`src/logic/flash_host_pkg.sv`:
```
package flash_host_pkg;

  // ****************************************************************
  // Timing
  // ****************************************************************
  localparam int CLK_PERIOD_NS = 4;
  localparam int T_ACC_NS = 70;
  localparam int T_WP_NS = 35;
  localparam int T_RP_NS = 500;
  localparam int T_REC_NS = 20;
  // Least times, rounded up to whole cycles.
  localparam int ACC_CYC = (T_ACC_NS + CLK_PERIOD_NS - 1) / CLK_PERIOD_NS;
  localparam int WP_CYC = (T_WP_NS + CLK_PERIOD_NS - 1) / CLK_PERIOD_NS;
  localparam int RP_CYC = (T_RP_NS + CLK_PERIOD_NS - 1) / CLK_PERIOD_NS;
  localparam int REC_CYC = (T_REC_NS + CLK_PERIOD_NS - 1) / CLK_PERIOD_NS;
  localparam int SYNC_CYC = 3;

  // ****************************************************************
  // Software register map
  // ****************************************************************
  localparam logic [7:0] REG_CTRL = 8'h00;
  localparam logic [7:0] REG_ADDR = 8'h04;
  localparam logic [7:0] REG_WDATA = 8'h08;
  localparam logic [7:0] REG_CFG = 8'h0c;
  localparam logic [7:0] REG_STATUS = 8'h10;
  localparam logic [7:0] REG_RDATA = 8'h14;
  localparam logic [7:0] REG_PROT = 8'h18;
  localparam int CTRL_GRP_LSB = 8;
  localparam int CFG_BYTE = 0;
  localparam int CFG_AUTO_RST = 1;
  localparam int CFG_PROG = 2;
  localparam int CFG_CODE_LSB = 4;
  localparam int ST_BUSY = 0;
  localparam int ST_LIMIT = 1;
  localparam int ST_REFUSED = 2;
  localparam int ST_DONE = 3;
  localparam logic [6:0] CFG_RESET = 7'h00;
  localparam logic [15:0] RESET_CMD_DEFAULT = 16'h00f0;
  localparam int LIMIT_BIT = 5;
  localparam int PROT_BIT = 0;
  localparam int GROUPS = 24;

  // ****************************************************************
  // Types
  // ****************************************************************
  typedef enum logic [2:0] {
    op_read, op_write, op_hw_reset, op_autoselect, op_verify, op_protect, op_unprotect
  } op_e;
  typedef enum logic [1:0] {st_idle, st_active, st_recover} state_e;
  typedef struct packed {
    logic [20:0] addr;
    logic ce_n;
    logic oe_n;
    logic we_n;
    logic reset_n;
    logic byte_n;
    logic hv_a9;
    logic hv_reset;
    logic hv_oe;
  } pins_s;

endpackage : flash_host_pkg

```
`src/logic/group_addr_decode.sv`:
```
`timescale 1ns/1ps
module group_addr_decode #(
  parameter bit TOP_BOOT = 1'b1
) (
  input wire logic [4:0] group_i,
  output logic [8:0] sector_bits_o
);

  // ****************************************************************
  // Protection group to upper address bits
  // ****************************************************************
  logic [4:0] rel;

  // Only the first sector of each group is produced; the device treats the group as one unit.
  always_comb begin
    rel = 5'h00;
    if (TOP_BOOT) begin
      if (group_i < 5'h0f) begin
        sector_bits_o = {group_i[3:0], 5'h00};
      end else if (group_i == 5'h0f) begin
        sector_bits_o = 9'h1e0;
      end else begin
        rel = group_i - 5'h10;
        sector_bits_o = {6'h3f, rel[2:0]};
      end
    end else begin
      if (group_i < 5'h08) begin
        sector_bits_o = {6'h00, group_i[2:0]};
      end else if (group_i == 5'h08) begin
        sector_bits_o = 9'h008;
      end else begin
        rel = group_i - 5'h08;
        sector_bits_o = {rel[3:0], 5'h00};
      end
    end
  end

endmodule : group_addr_decode

```
`src/logic/flash_host.sv`:
```
// Behaviour
// - Host writes reset command after limit flag.
// - High-voltage autoselect: address_bit_nine high, code bits set.
// - Verify puts group address on top bits.
// - Write cycle: write and select low, output high.
// - In-system protect with reset at high voltage.
// - Protect all groups before chip unprotect.
// - Programmer method: high voltage on output, address_bit_nine.
`timescale 1ns/1ps
module flash_host #(
  parameter bit TOP_BOOT = 1'b1,
  parameter logic [15:0] RESET_CMD = flash_host_pkg::RESET_CMD_DEFAULT
) (
  input wire logic clock_i,
  input wire logic reset_i,
  input wire logic [7:0] sw_addr_i,
  input wire logic [31:0] sw_wdata_i,
  input wire logic sw_wr_i,
  input wire logic sw_rd_i,
  output logic [31:0] sw_rdata_o,
  output flash_host_pkg::pins_s pins_o,
  input wire logic [15:0] dq_i,
  output logic [15:0] dq_o,
  output logic [15:0] dq_oe_n_o
);

  // ****************************************************************
  // Declarations and helpers
  // ****************************************************************
  flash_host_pkg::state_e state_ff;
  flash_host_pkg::op_e op_ff;
  flash_host_pkg::op_e req_op;
  flash_host_pkg::pins_s nxt_pins;
  logic [7:0] cnt_ff;
  logic [4:0] grp_ff;
  logic [21:0] addr_ff;
  logic [15:0] wdata_ff;
  logic [15:0] drive_ff;
  logic [6:0] cfg_ff;
  logic [23:0] prot_ff;
  logic [15:0] rd_ff;
  logic limit_ff, refused_ff, done_ff, rst_pend_ff;
  logic [15:0] dq_s1_ff, dq_s2_ff, dq_s3_ff;
  logic [15:0] nxt_dq, nxt_dq_oe_n;
  logic [8:0] grp_bits;
  logic ctrl_wr, legal, launch, auto_launch, capture, finish, byte_mode;

  function automatic logic is_read_op(flash_host_pkg::op_e op);
    return op == flash_host_pkg::op_read || op == flash_host_pkg::op_autoselect || op == flash_host_pkg::op_verify;
  endfunction : is_read_op

  function automatic logic is_write_op(flash_host_pkg::op_e op);
    return op == flash_host_pkg::op_write || op == flash_host_pkg::op_protect || op == flash_host_pkg::op_unprotect;
  endfunction : is_write_op

  function automatic logic [7:0] phase_len(flash_host_pkg::op_e op);
    if (is_read_op(op)) begin
      return 8'(flash_host_pkg::ACC_CYC + flash_host_pkg::SYNC_CYC + 1);
    end else if (op == flash_host_pkg::op_hw_reset) begin
      return 8'(flash_host_pkg::RP_CYC);
    end
    return 8'(flash_host_pkg::WP_CYC);
  endfunction : phase_len

  group_addr_decode #(.TOP_BOOT(TOP_BOOT)) u_decode (
    .group_i(grp_ff),
    .sector_bits_o(grp_bits)
  );

  // ****************************************************************
  // Request acceptance
  // ****************************************************************
  // A chip unprotect is refused until every group reads back as protected.
  assign byte_mode = cfg_ff[flash_host_pkg::CFG_BYTE];
  assign req_op = flash_host_pkg::op_e'(sw_wdata_i[2:0]);
  assign ctrl_wr = sw_wr_i && sw_addr_i == flash_host_pkg::REG_CTRL;
  assign legal = state_ff == flash_host_pkg::st_idle && !rst_pend_ff && sw_wdata_i[2:0] != 3'h7
                 && sw_wdata_i[flash_host_pkg::CTRL_GRP_LSB +: 5] < 5'(flash_host_pkg::GROUPS)
                 && (req_op != flash_host_pkg::op_unprotect || &prot_ff);
  assign launch = ctrl_wr && legal;
  assign auto_launch = state_ff == flash_host_pkg::st_idle && rst_pend_ff;
  // Floating upper pins in byte mode never settle, so only the low byte is waited on there.
  assign capture = state_ff == flash_host_pkg::st_active && cnt_ff == 8'h00 && is_read_op(op_ff)
                   && (byte_mode ? dq_s2_ff[7:0] == dq_s3_ff[7:0] : dq_s2_ff == dq_s3_ff);
  assign finish = state_ff == flash_host_pkg::st_recover && cnt_ff == 8'h00;

  // ****************************************************************
  // Sequencer
  // ****************************************************************
  // Reads stay in the active phase until two synchroniser stages agree, so a slow bus settles first.
  always_ff @(posedge clock_i) begin
    if (reset_i) begin
      state_ff <= flash_host_pkg::st_idle;
      op_ff <= flash_host_pkg::op_read;
      cnt_ff <= 8'h00;
      grp_ff <= 5'h00;
      drive_ff <= 16'h0000;
    end else begin
      case (state_ff)
        flash_host_pkg::st_idle: begin
          if (auto_launch) begin
            op_ff <= flash_host_pkg::op_write;
            drive_ff <= RESET_CMD;
            cnt_ff <= phase_len(flash_host_pkg::op_write);
            state_ff <= flash_host_pkg::st_active;
          end else if (launch) begin
            op_ff <= req_op;
            grp_ff <= sw_wdata_i[flash_host_pkg::CTRL_GRP_LSB +: 5];
            drive_ff <= wdata_ff;
            cnt_ff <= phase_len(req_op);
            state_ff <= flash_host_pkg::st_active;
          end
        end
        flash_host_pkg::st_active: begin
          if (cnt_ff != 8'h00) begin
            cnt_ff <= cnt_ff - 8'h01;
          end else if (!is_read_op(op_ff) || capture) begin
            cnt_ff <= 8'(flash_host_pkg::REC_CYC - 1);
            state_ff <= flash_host_pkg::st_recover;
          end
        end
        flash_host_pkg::st_recover: begin
          if (cnt_ff != 8'h00) begin
            cnt_ff <= cnt_ff - 8'h01;
          end else begin
            state_ff <= flash_host_pkg::st_idle;
          end
        end
        default: begin
          state_ff <= flash_host_pkg::st_idle;
        end
      endcase
    end
  end

  // ****************************************************************
  // Pin drive
  // ****************************************************************
  // Strobes are computed from the state and registered, so every pin leaves a flip-flop.
  always_comb begin
    nxt_pins = '0;
    nxt_pins.ce_n = 1'b1;
    nxt_pins.oe_n = 1'b1;
    nxt_pins.we_n = 1'b1;
    nxt_pins.reset_n = 1'b1;
    nxt_pins.byte_n = !byte_mode;
    nxt_pins.addr = byte_mode ? addr_ff[21:1] : addr_ff[20:0];
    nxt_dq = drive_ff;
    nxt_dq_oe_n = 16'hffff;
    if (state_ff != flash_host_pkg::st_idle) begin
      if (op_ff == flash_host_pkg::op_autoselect) begin
        nxt_pins.hv_a9 = 1'b1;
        nxt_pins.addr[6] = cfg_ff[flash_host_pkg::CFG_CODE_LSB + 2];
        nxt_pins.addr[1] = cfg_ff[flash_host_pkg::CFG_CODE_LSB + 1];
        nxt_pins.addr[0] = cfg_ff[flash_host_pkg::CFG_CODE_LSB];
      end
      if (op_ff == flash_host_pkg::op_verify || op_ff == flash_host_pkg::op_protect
          || op_ff == flash_host_pkg::op_unprotect) begin
        nxt_pins.addr = {grp_bits, 5'h00, op_ff == flash_host_pkg::op_unprotect, 4'h0, 2'b10};
      end
      if (op_ff == flash_host_pkg::op_verify) begin
        nxt_pins.hv_a9 = 1'b1;
      end
      if (op_ff == flash_host_pkg::op_protect || op_ff == flash_host_pkg::op_unprotect) begin
        nxt_pins.hv_reset = !cfg_ff[flash_host_pkg::CFG_PROG];
        nxt_pins.hv_a9 = cfg_ff[flash_host_pkg::CFG_PROG];
        nxt_pins.hv_oe = cfg_ff[flash_host_pkg::CFG_PROG];
      end
      if (is_read_op(op_ff)) begin
        nxt_pins.ce_n = 1'b0;
        nxt_pins.oe_n = state_ff != flash_host_pkg::st_active;
      end else if (is_write_op(op_ff)) begin
        nxt_pins.ce_n = 1'b0;
        nxt_pins.we_n = state_ff != flash_host_pkg::st_active;
        nxt_dq_oe_n = byte_mode ? 16'hff00 : 16'h0000;
      end else begin
        nxt_pins.reset_n = state_ff != flash_host_pkg::st_active;
      end
    end
    if (byte_mode) begin
      nxt_dq[15] = addr_ff[0];
      nxt_dq_oe_n[15] = 1'b0;
    end
  end

  always_ff @(posedge clock_i) begin
    if (reset_i) begin
      pins_o <= '{addr: 21'h00_0000, ce_n: 1'b1, oe_n: 1'b1, we_n: 1'b1, reset_n: 1'b1, byte_n: 1'b1,
                  hv_a9: 1'b0, hv_reset: 1'b0, hv_oe: 1'b0};
      dq_o <= 16'h0000;
      dq_oe_n_o <= 16'hffff;
    end else begin
      pins_o <= nxt_pins;
      dq_o <= nxt_dq;
      dq_oe_n_o <= nxt_dq_oe_n;
    end
  end

  // ****************************************************************
  // Data capture
  // ****************************************************************
  // The data bus comes from outside the clock, so three stages guard it.
  always_ff @(posedge clock_i) begin
    if (reset_i) begin
      dq_s1_ff <= 16'h0000;
      dq_s2_ff <= 16'h0000;
      dq_s3_ff <= 16'h0000;
    end else begin
      dq_s1_ff <= dq_i;
      dq_s2_ff <= dq_s1_ff;
      dq_s3_ff <= dq_s2_ff;
    end
  end

  // Verify results build the protection map; a chip unprotect clears it all.
  always_ff @(posedge clock_i) begin
    if (reset_i) begin
      rd_ff <= 16'h0000;
      prot_ff <= 24'h00_0000;
      rst_pend_ff <= 1'b0;
    end else begin
      if (capture) begin
        rd_ff <= byte_mode ? {8'h00, dq_s3_ff[7:0]} : dq_s3_ff;
        if (op_ff == flash_host_pkg::op_verify) begin
          prot_ff[grp_ff] <= dq_s3_ff[flash_host_pkg::PROT_BIT];
        end
      end
      if (finish && op_ff == flash_host_pkg::op_unprotect) begin
        prot_ff <= 24'h00_0000;
      end
      if (capture && op_ff == flash_host_pkg::op_read && dq_s3_ff[flash_host_pkg::LIMIT_BIT]
          && cfg_ff[flash_host_pkg::CFG_AUTO_RST]) begin
        rst_pend_ff <= 1'b1;
      end else if (auto_launch) begin
        rst_pend_ff <= 1'b0;
      end
    end
  end

  // ****************************************************************
  // Software registers
  // ****************************************************************
  // Sticky flags clear on a one written to them; a new event in that cycle wins.
  always_ff @(posedge clock_i) begin
    if (reset_i) begin
      addr_ff <= 22'h00_0000;
      wdata_ff <= 16'h0000;
      cfg_ff <= flash_host_pkg::CFG_RESET;
      limit_ff <= 1'b0;
      refused_ff <= 1'b0;
      done_ff <= 1'b0;
    end else begin
      if (sw_wr_i && sw_addr_i == flash_host_pkg::REG_ADDR) begin
        addr_ff <= sw_wdata_i[21:0];
      end
      if (sw_wr_i && sw_addr_i == flash_host_pkg::REG_WDATA) begin
        wdata_ff <= sw_wdata_i[15:0];
      end
      if (sw_wr_i && sw_addr_i == flash_host_pkg::REG_CFG) begin
        cfg_ff <= sw_wdata_i[6:0];
      end
      if (capture && op_ff == flash_host_pkg::op_read && dq_s3_ff[flash_host_pkg::LIMIT_BIT]) begin
        limit_ff <= 1'b1;
      end else if (sw_wr_i && sw_addr_i == flash_host_pkg::REG_STATUS && sw_wdata_i[flash_host_pkg::ST_LIMIT]) begin
        limit_ff <= 1'b0;
      end
      if (ctrl_wr && !legal) begin
        refused_ff <= 1'b1;
      end else if (sw_wr_i && sw_addr_i == flash_host_pkg::REG_STATUS
                   && sw_wdata_i[flash_host_pkg::ST_REFUSED]) begin
        refused_ff <= 1'b0;
      end
      if (finish) begin
        done_ff <= 1'b1;
      end else if (sw_wr_i && sw_addr_i == flash_host_pkg::REG_STATUS && sw_wdata_i[flash_host_pkg::ST_DONE]) begin
        done_ff <= 1'b0;
      end
    end
  end

  // Read data stands in the cycle after the strobe; unmapped offsets read zero.
  always_ff @(posedge clock_i) begin
    if (reset_i) begin
      sw_rdata_o <= 32'h0000_0000;
    end else if (sw_rd_i) begin
      case (sw_addr_i)
        flash_host_pkg::REG_ADDR: sw_rdata_o <= {10'h000, addr_ff};
        flash_host_pkg::REG_WDATA: sw_rdata_o <= {16'h0000, wdata_ff};
        flash_host_pkg::REG_CFG: sw_rdata_o <= {25'h000_0000, cfg_ff};
        flash_host_pkg::REG_STATUS: sw_rdata_o <= {28'h000_0000, done_ff, refused_ff, limit_ff,
                                                   state_ff != flash_host_pkg::st_idle || rst_pend_ff};
        flash_host_pkg::REG_RDATA: sw_rdata_o <= {16'h0000, rd_ff};
        flash_host_pkg::REG_PROT: sw_rdata_o <= {8'h00, prot_ff};
        default: sw_rdata_o <= 32'h0000_0000;
      endcase
    end else begin
      sw_rdata_o <= 32'h0000_0000;
    end
  end

  // ****************************************************************
  // Assertions
  // ****************************************************************
  logic [7:0] low_cnt_ff;
  always_ff @(posedge clock_i) begin
    if (reset_i || pins_o.reset_n) begin
      low_cnt_ff <= 8'h00;
    end else if (low_cnt_ff != 8'hff) begin
      low_cnt_ff <= low_cnt_ff + 8'h01;
    end
  end
endmodule : flash_host

```
`config.mk`:
```
export PLATFORM = sky130hd
export DESIGN_NAME = flash_host
export DESIGN_NICKNAME = d
export VERILOG_FILES = /design/src/logic/flash_host_pkg.sv /design/src/logic/group_addr_decode.sv /design/src/logic/flash_host.sv
export SDC_FILE = /design/constraint.sdc
export NUM_CORES = 1
export LEC_CHECK = 0
export BUFFER_PORTS_ARGS = -buffer_cell sky130_fd_sc_hd__buf_2
export CORE_MARGIN = 1.5
export CORE_UTILIZATION = 51
export DETAILED_ROUTE_END_ITERATION = 10
export PLACE_DENSITY = 0.75
export SLEW_MARGIN = 5
export SYNTH_ARGS = -nofsm -noshare
export SYNTH_HDL_FRONTEND = slang
export SYNTH_SLANG_ARGS = --single-unit
```
`constraint.sdc`:
```
create_clock -name clock_i -period 1.9 [get_ports clock_i]
set_input_delay 0.285 -clock clock_i [delete_from_list [all_inputs] [get_ports clock_i]]
set_output_delay 0.285 -clock clock_i [all_outputs]
set_load 0.005 [all_outputs]
```
### Yosys cells after proc, flatten, opt, wreduce, memory -nomap -nowiden

Cells that the tools add are included.
Widths: inputs -> output; s select.

| cells by class | value |
|---|---|
| add/subtract/negate cells | 2 |
| $lt $le $gt $ge | 4 |
| eq/ne operators | 28 |
| multiplexer cells | 61 |
| bitwise logic cells | 6 |
| reduce and logical (&&, ||, !) cells | 67 |

Operators with widths:

| operator | count |
|---|---|
| $pmux 24 s6 | 1 |
| $mux 16 | 7 |
| $mux 8 | 8 |
| $mux 21 | 2 |
| $mux 1 | 26 |
| $mux 25 | 1 |
| $bwmux 24 | 1 |
| $eq 8x5->1 const B | 3 |
| $logic_and 1x1->1 | 24 |
| $pmux 8 s3 | 1 |
| $reduce_and 24->1 | 1 |
| $eq 16x16->1 | 1 |
| $eq 8x4->1 const B | 2 |
| $logic_not 8->1 | 2 |
| $mux 2 | 7 |
| $eq 3x3->1 const B | 4 |
| $logic_or 1x1->1 | 12 |
| $reduce_bool 2->1 | 6 |
| $eq 3x2->1 const B | 3 |
| $mux 3 | 3 |
| $mux 9 | 1 |
| $ne 3x3->1 const B | 3 |
| $eq 8x3->1 const B | 1 |
| $eq 8x8->1 | 1 |
| 28 further kinds | 47 |

| word-level totals | value |
|---|---|
| register bits after elaboration | 264 |
| input bits | 60 |
| output and inout bits | 93 |
| word-level logic and storage cells | 198 |

### Depth between registers and ports, before layout

| depth | value |
|---|---|
| word-level depth | 14 |
| mapped depth | 10 |
| gate-level depth less buffers | 8 |

### Cells and area by module

Synthesis repeated with hierarchy kept, for this count alone.

| second synthesis, totals | value |
|---|---|
| cell total of the unflattened synthesis | 1,074 |
| area, all modules | 9,833.2 um2 |

By module, submodules not included:

| module | instances | cells an instance | area each (um2) | seq. area each (um2) |
|---|---|---|---|---|
| flash_host | 1 | 1,065 | 9,774.4 | 4,864.7 |
| group_addr_decode | 1 | 9 | 58.8 | 0.0 |

### Worst setup path before layout

OpenSTA, ideal clock, no wires.

| timing | value |
|---|---|
| kind | register to register |
| start point | register state_ff[0] |
| end point | register cnt_ff[6] |
| setup time | 87 ps |
| arrival time | 1,989 ps |
| slack | -176 ps |
| stages on the path, launching flop included | 9 |
| buffers on the path | 2 |
| period minus slack after synthesis | 2,076 ps |
| cells stage by stage | dfxtp_1 > inv_1 > ha_1 > clkbuf_1 > and2_1 > clkbuf_1 > or4_2 > a21boi_0 > o31ai_1 |

| between the ends | value |
|---|---|
| cells in the longest elaborated chain, start to end | 8 |

RTL lines:

| item | RTL line | text |
|---|---|---|
| start, declared | flash_host.sv:30 | `flash_host_pkg::state_e state_ff;` |
| start signal, assigned | flash_host.sv:93 | `state_ff <= flash_host_pkg::st_idle;` |
| start signal, assigned | flash_host.sv:105 | `state_ff <= flash_host_pkg::st_active;` |
| start signal, assigned | flash_host.sv:111 | `state_ff <= flash_host_pkg::st_active;` |
| $logic_not 2->1 | flash_host.sv:77, flash_host.sv:81, flash_host.sv:99 |  |
| $logic_and 1x1->1 (2 in series) | flash_host.sv:77 | `assign legal = state_ff == flash_host_pkg::st_idle && !rst_pend_ff && sw_wdata_i[2:0] != 3'h7` |
| $logic_and 1x1->1 | flash_host.sv:78 | `&& sw_wdata_i[flash_host_pkg::CTRL_GRP_LSB +: 5] < 5'(flash_host_pkg::GROUPS)` |
| $logic_and 1x1->1 | flash_host.sv:79 | `&& (req_op != flash_host_pkg::op_unprotect \|\| &prot_ff);` |
| $logic_and 1x1->1 | flash_host.sv:80 | `assign launch = ctrl_wr && legal;` |
| $ne 3x3->1 (no line) | - |  |
| $reduce_and 4->1 (no line) | - |  |
| end signal, assigned | flash_host.sv:104 | `cnt_ff <= phase_len(flash_host_pkg::op_write);` |
| end signal, assigned | flash_host.sv:110 | `cnt_ff <= phase_len(req_op);` |
| end signal, assigned | flash_host.sv:116 | `cnt_ff <= cnt_ff - 8'h01;` |
| end, declared | flash_host.sv:34 | `logic [7:0] cnt_ff;` |

Parallel ways exist; a longest one is shown, timed or not.
A chain may end at the register's enable or synchronous reset.

### Worst setup path in the final report

| timing | value |
|---|---|
| start point | register prot_ff[2] |
| end point | register drive_ff[7] |

| between the ends | value |
|---|---|
| cells in the longest elaborated chain, start to end | 6 |

RTL lines:

| item | RTL line | text |
|---|---|---|
| start, declared | flash_host.sv:40 | `logic [23:0] prot_ff;` |
| start signal, assigned by index | flash_host.sv:225 | `prot_ff[grp_ff] <= dq_s3_ff[flash_host_pkg::PROT_BIT];` |
| $reduce_and 24->1 | flash_host.sv:79 |  |
| $logic_or 1x1->1 | flash_host.sv:79 |  |
| $logic_and 1x1->1 | flash_host.sv:79 |  |
| $logic_and 1x1->1 | flash_host.sv:80 |  |
| $reduce_bool 2->1 (no line) | - |  |
| $reduce_and 2->1 (no line) | - |  |
| end signal, assigned | flash_host.sv:109 | `drive_ff <= wdata_ff;` |
| end, declared | flash_host.sv:38 | `logic [15:0] drive_ff;` |

Every way passes these cells.

==> summary by stage <==
Floorplanning
The width of the chip is 141 um. The die boundary height is 141 um. The count of pins on the block boundary is 153.

The initial cell density of the core is 51.8%. The floorplan step defined a core boundary enclosing 18,700 sq um. The number of placement rows is 50. The die outline area is 19,900 sq um.

Synthesis
The post-synthesis instance area is 9700 sq um. The fraction of synthesized cell area taken by the top area cell type is 50.2%. The count of flip-flops with a built-in enable after synthesis is 0.

Yosys printed 0 warnings. The synthesized flop and latch total is 243. After synthesis, the most frequently instantiated cells are dfxtp_1 (243), nand2_1 (150), a21oi_1 (97), nor2b_1 (66), mux2i_1 (61). The average instance area after synthesis is 9.13 sq um. The proportion of synthesized chip area in sequential cells is 50.2%. Synthesis produced a netlist whose cell count is 1,062.

The share of flip-flops with an asynchronous set or reset after synthesis is 0%. The post-synthesis cell type count is 69. Among all flip-flop cells after synthesis, the most frequent one is dfxtp_1. The most repeated cell in the gate-level netlist after synthesis is dfxtp_1. dfxtp_1 takes more of the synthesized area than any other cell.

Sorting the synthesized cells by area gives the leading types as dfxtp_1 (50%), mux2i_1 (6.3%), nand2_1 (5.8%), a21oi_1 (5.0%), nor2b_1 (4.3%).

STA
Setup repair after global routing could not meet its margin everywhere. The worst hold margin is 0.0222 ns. Setup violations remaining at the end of the flow were counted as 72. The summed negative setup slack over all endpoints is -2.69 ns.

The final period utilization is 105%. Between clock sinks in the finished design, the worst skew comes to 0.0237 ns. The actual slew at the worst max-slew pin is 0.687 ns. The max-slew violation count is 0. The final number of hold-violating endpoints is 0. The achievable clock frequency is 502 MHz. The minimum period implied by the final worst setup slack is 1.99 ns. In the post-route analysis, the smallest setup slack over all paths is -0.0908 ns. The worst pin sits at a relative slew slack of 54.2%.

Placement
At the end of routability-driven placement, the weighted congestion stood at 0.908. The total of buffers placed on input and output ports is 134. After legalization and detailed placement, the total HPWL measured 17,300 um. Once placement completed, the tool counted placed cells totaling 1,448. The minimum setup slack after placement is -0.240 ns.

Setup path
STA classifies the critical path startpoint as a flip-flop. The number of cells on the worst reg-to-reg path is 8. Of all nets on the critical path, the largest fanout is 4. The kind of capture point of the worst setup path is a flip-flop.

The endpoint identified for the worst register-to-register timing path is drive_ff[7]. At the worst endpoint, the required time is 2.33 ns. Following the worst setup path forward leads to its endpoint at drive_ff[7]. The worst register-to-register path begins at prot_ff[2]. The classification of the worst setup path is reg2reg.

The worst setup slack for register-to-register paths is -0.09 ns. The launching element of the worst setup path is prot_ff[2]. The arrival time at the worst endpoint is 2.43 ns.

Route
In the final routed layout, each cell accounts on average for 16.8 um. The residual DRC count is 0. The detail route stage leaves a number of antenna-violating nets equal to 0.

For this block, the routed nets add up to 25,700 um of wire. Detailed routing inserted a total of 8,318 vias. The first detailed-routing pass took 5 iterations. Dividing the detail-routed via count by the number of cells gives 5.45. For this block, the initial DRC count from the detailed router was 676.

Pwr
Across the VDD grid, the largest voltage drop is 830 uV. The cell area power density is 880 nW/um^2. In this run the static leakage power is 5.08 nW.

Clocking
The CTS clock-pin slew for the worst setup and hold paths is 0.06 ns. The clock latency of the later-clocked register in the worst-skew pair is 0.53 ns. The number of H-tree levels is 1. The clock passes through at most 3 buffers. The tree is rooted in a clkbuf_16. The tree built by TritonCTS fans out to 243 sinks. The total clock buffers created by CTS is 25.

The clock tree from TritonCTS is yes.

Final layout
The fraction of final layout cells with drive strength greater than 1 is 30.3%. The number of inserted diodes is 0. Compared with the post-synthesis result, the final layout area differs by 30.1%. The count of cells in the finished layout, fillers not included, comes to 1,525. The final layout net count is 1,339.

Run status
The checks that failed: negative setup slack. The run finished, with violations left.

Global route
For this run the aggregate overflow at the end of global routing stands at 0. The pin count of the biggest net entering global routing is 95. The total global-route track usage is 25.0%.

The initial antenna violation count is 0. The via count of the first global-routing pass was 7,754. The global-route wire length before repair is 39,700 um.

Flow run
Across the run, the number of max-cap violations was 0.

Worst hold path
The tightest min-delay check is of the in2reg type.
-- repair_timing --
item                                    in CTS  in global routing
endpoints found under the setup margin      76                 76
gates resized for setup                     25                 59
gates cloned                                 4                  2
endpoints found under the hold margin       19                  0
pin swaps                                   14                 24
buffers inserted                             1                  6
hold buffers                                19                  0
-- logic make-up (layout without fill, tap and decap cells) --
kind of cell	Yosys count	count (layout)	share of synthesized area (%)
and+or+nand+nor	426	426	22.0
DFF	243	243	50.2
AOI/OAI and AO/OA	184	184	11.7
buffers and inverters	108	330	5.65
muxes	72	72	7.57
xor gates and xnor gates	20	20	1.81
adders and majority gates	8	8	1.01
other	1	8	0.0387
-- registers in the layout, indices dropped and copies added, names as in the netlist, 2 cells and up --
name and flops:
addr_ff 22, cfg_ff 7, cnt_ff 8, dq_o 16, dq_oe_n_o 3, dq_s1_ff 16
dq_s2_ff 16, dq_s3_ff 16, drive_ff 16, grp_ff 5, op_ff 3, pins_o 29
prot_ff 24, rd_ff 16, state_ff 2, sw_rdata_o 24, wdata_ff 16
-- through the flow --
step                      total power [W]  instance area [sq um]  util [%]
after floorplan                   0.00588                   9750         -
final                              0.0111                  12600      67.5
after global routing               0.0115                  12600      67.5
after CTS                          0.0111                  12300      66.0
after global placement            0.00620                  11100      59.4
after detailed placement          0.00620                  11100      59.4
-- worst min path at each step --
stage                              start            to  slack [ns]  cells after the start
after floorplan                  dq_i[0]   dq_s1_ff[0]        0.41                      1
after global placement       dq_s1_ff[1]   dq_s2_ff[1]        0.42                      1
after detailed placement    dq_s1_ff[13]  dq_s2_ff[13]        0.42                      1
after CTS                 sw_wdata_i[18]   addr_ff[18]       0.009                      3
after global routing      sw_wdata_i[14]  wdata_ff[14]        0.01                      3
final                     sw_wdata_i[21]   addr_ff[21]        0.02                      3
-- placed cells by master (no fill, tap or decap), types with 3 or more instances in the layout --
cell type	instances
mux2i_1	60
nand3_2	5
nand3b_1	11
a22oi_1	39
nand2b_1	13
a21oi_1	80
o21ai_0	13
dlygate4sd3_1	19
nor3_1	23
and3_1	7
clkinv_2	6
nor2b_1	66
nand2_4	7
ha_1	6
nand2_2	3
nor3_2	5
a211oi_1	8
nand3_1	42
inv_6	3
buf_2	133
dfxtp_2	12
buf_4	99
xnor2_1	13
buf_12	7
conb_1	8
nor2_1	60
xor2_1	7
buf_6	7
nand2_1	140
clkbuf_16	27
inv_1	11
clkbuf_1	5
and2b_2	3
dfxtp_1	231
nand4_1	10
a21oi_2	17
buf_16	4
mux2_2	11
-- per-layer routing --
| metal | vias to the layer above | global-route usage, % | part of all wire [%] |
|---|---|---|---|
| li1 | 4044 | - | - |
| met1 | 3861 | 32.9 | 42 |
| met2 | 354 | 40.9 | 46 |
| met3 | 59 | 4.99 | 8.1 |
| met4 | 0 | 9.27 | 3.5 |
| met5 | - | 0 | 0 |
-- worst max-delay path, cell delays in order, from the launching register on --
cell and delay, ns:
dfxtp_2 0.33, nand4_1 0.10, or4_4 0.57, o21ai_4 0.16, buf_6 0.11, and4_4 0.30, buf_6 0.15, nor3_2 0.05
nor3_2 0.15
-- layout make-up --
type / instances / area (sq um)
multi-input combinational: 718 / 4610
timing repair buffer: 271 / 1980
sequential: 243 / 4880
clock inverter: 14 / 140
tap: 234 / 293
clock buffer: 32 / 672
fill: 1402 / 6090
inverter: 13 / 48.8
-- power by group --
group          internal [W]  switching, W
clock               0.00280       0.00203
combinational      0.000524      0.000547
sequential          0.00517     0.0000371
Power figures use the tool's default switching activity.
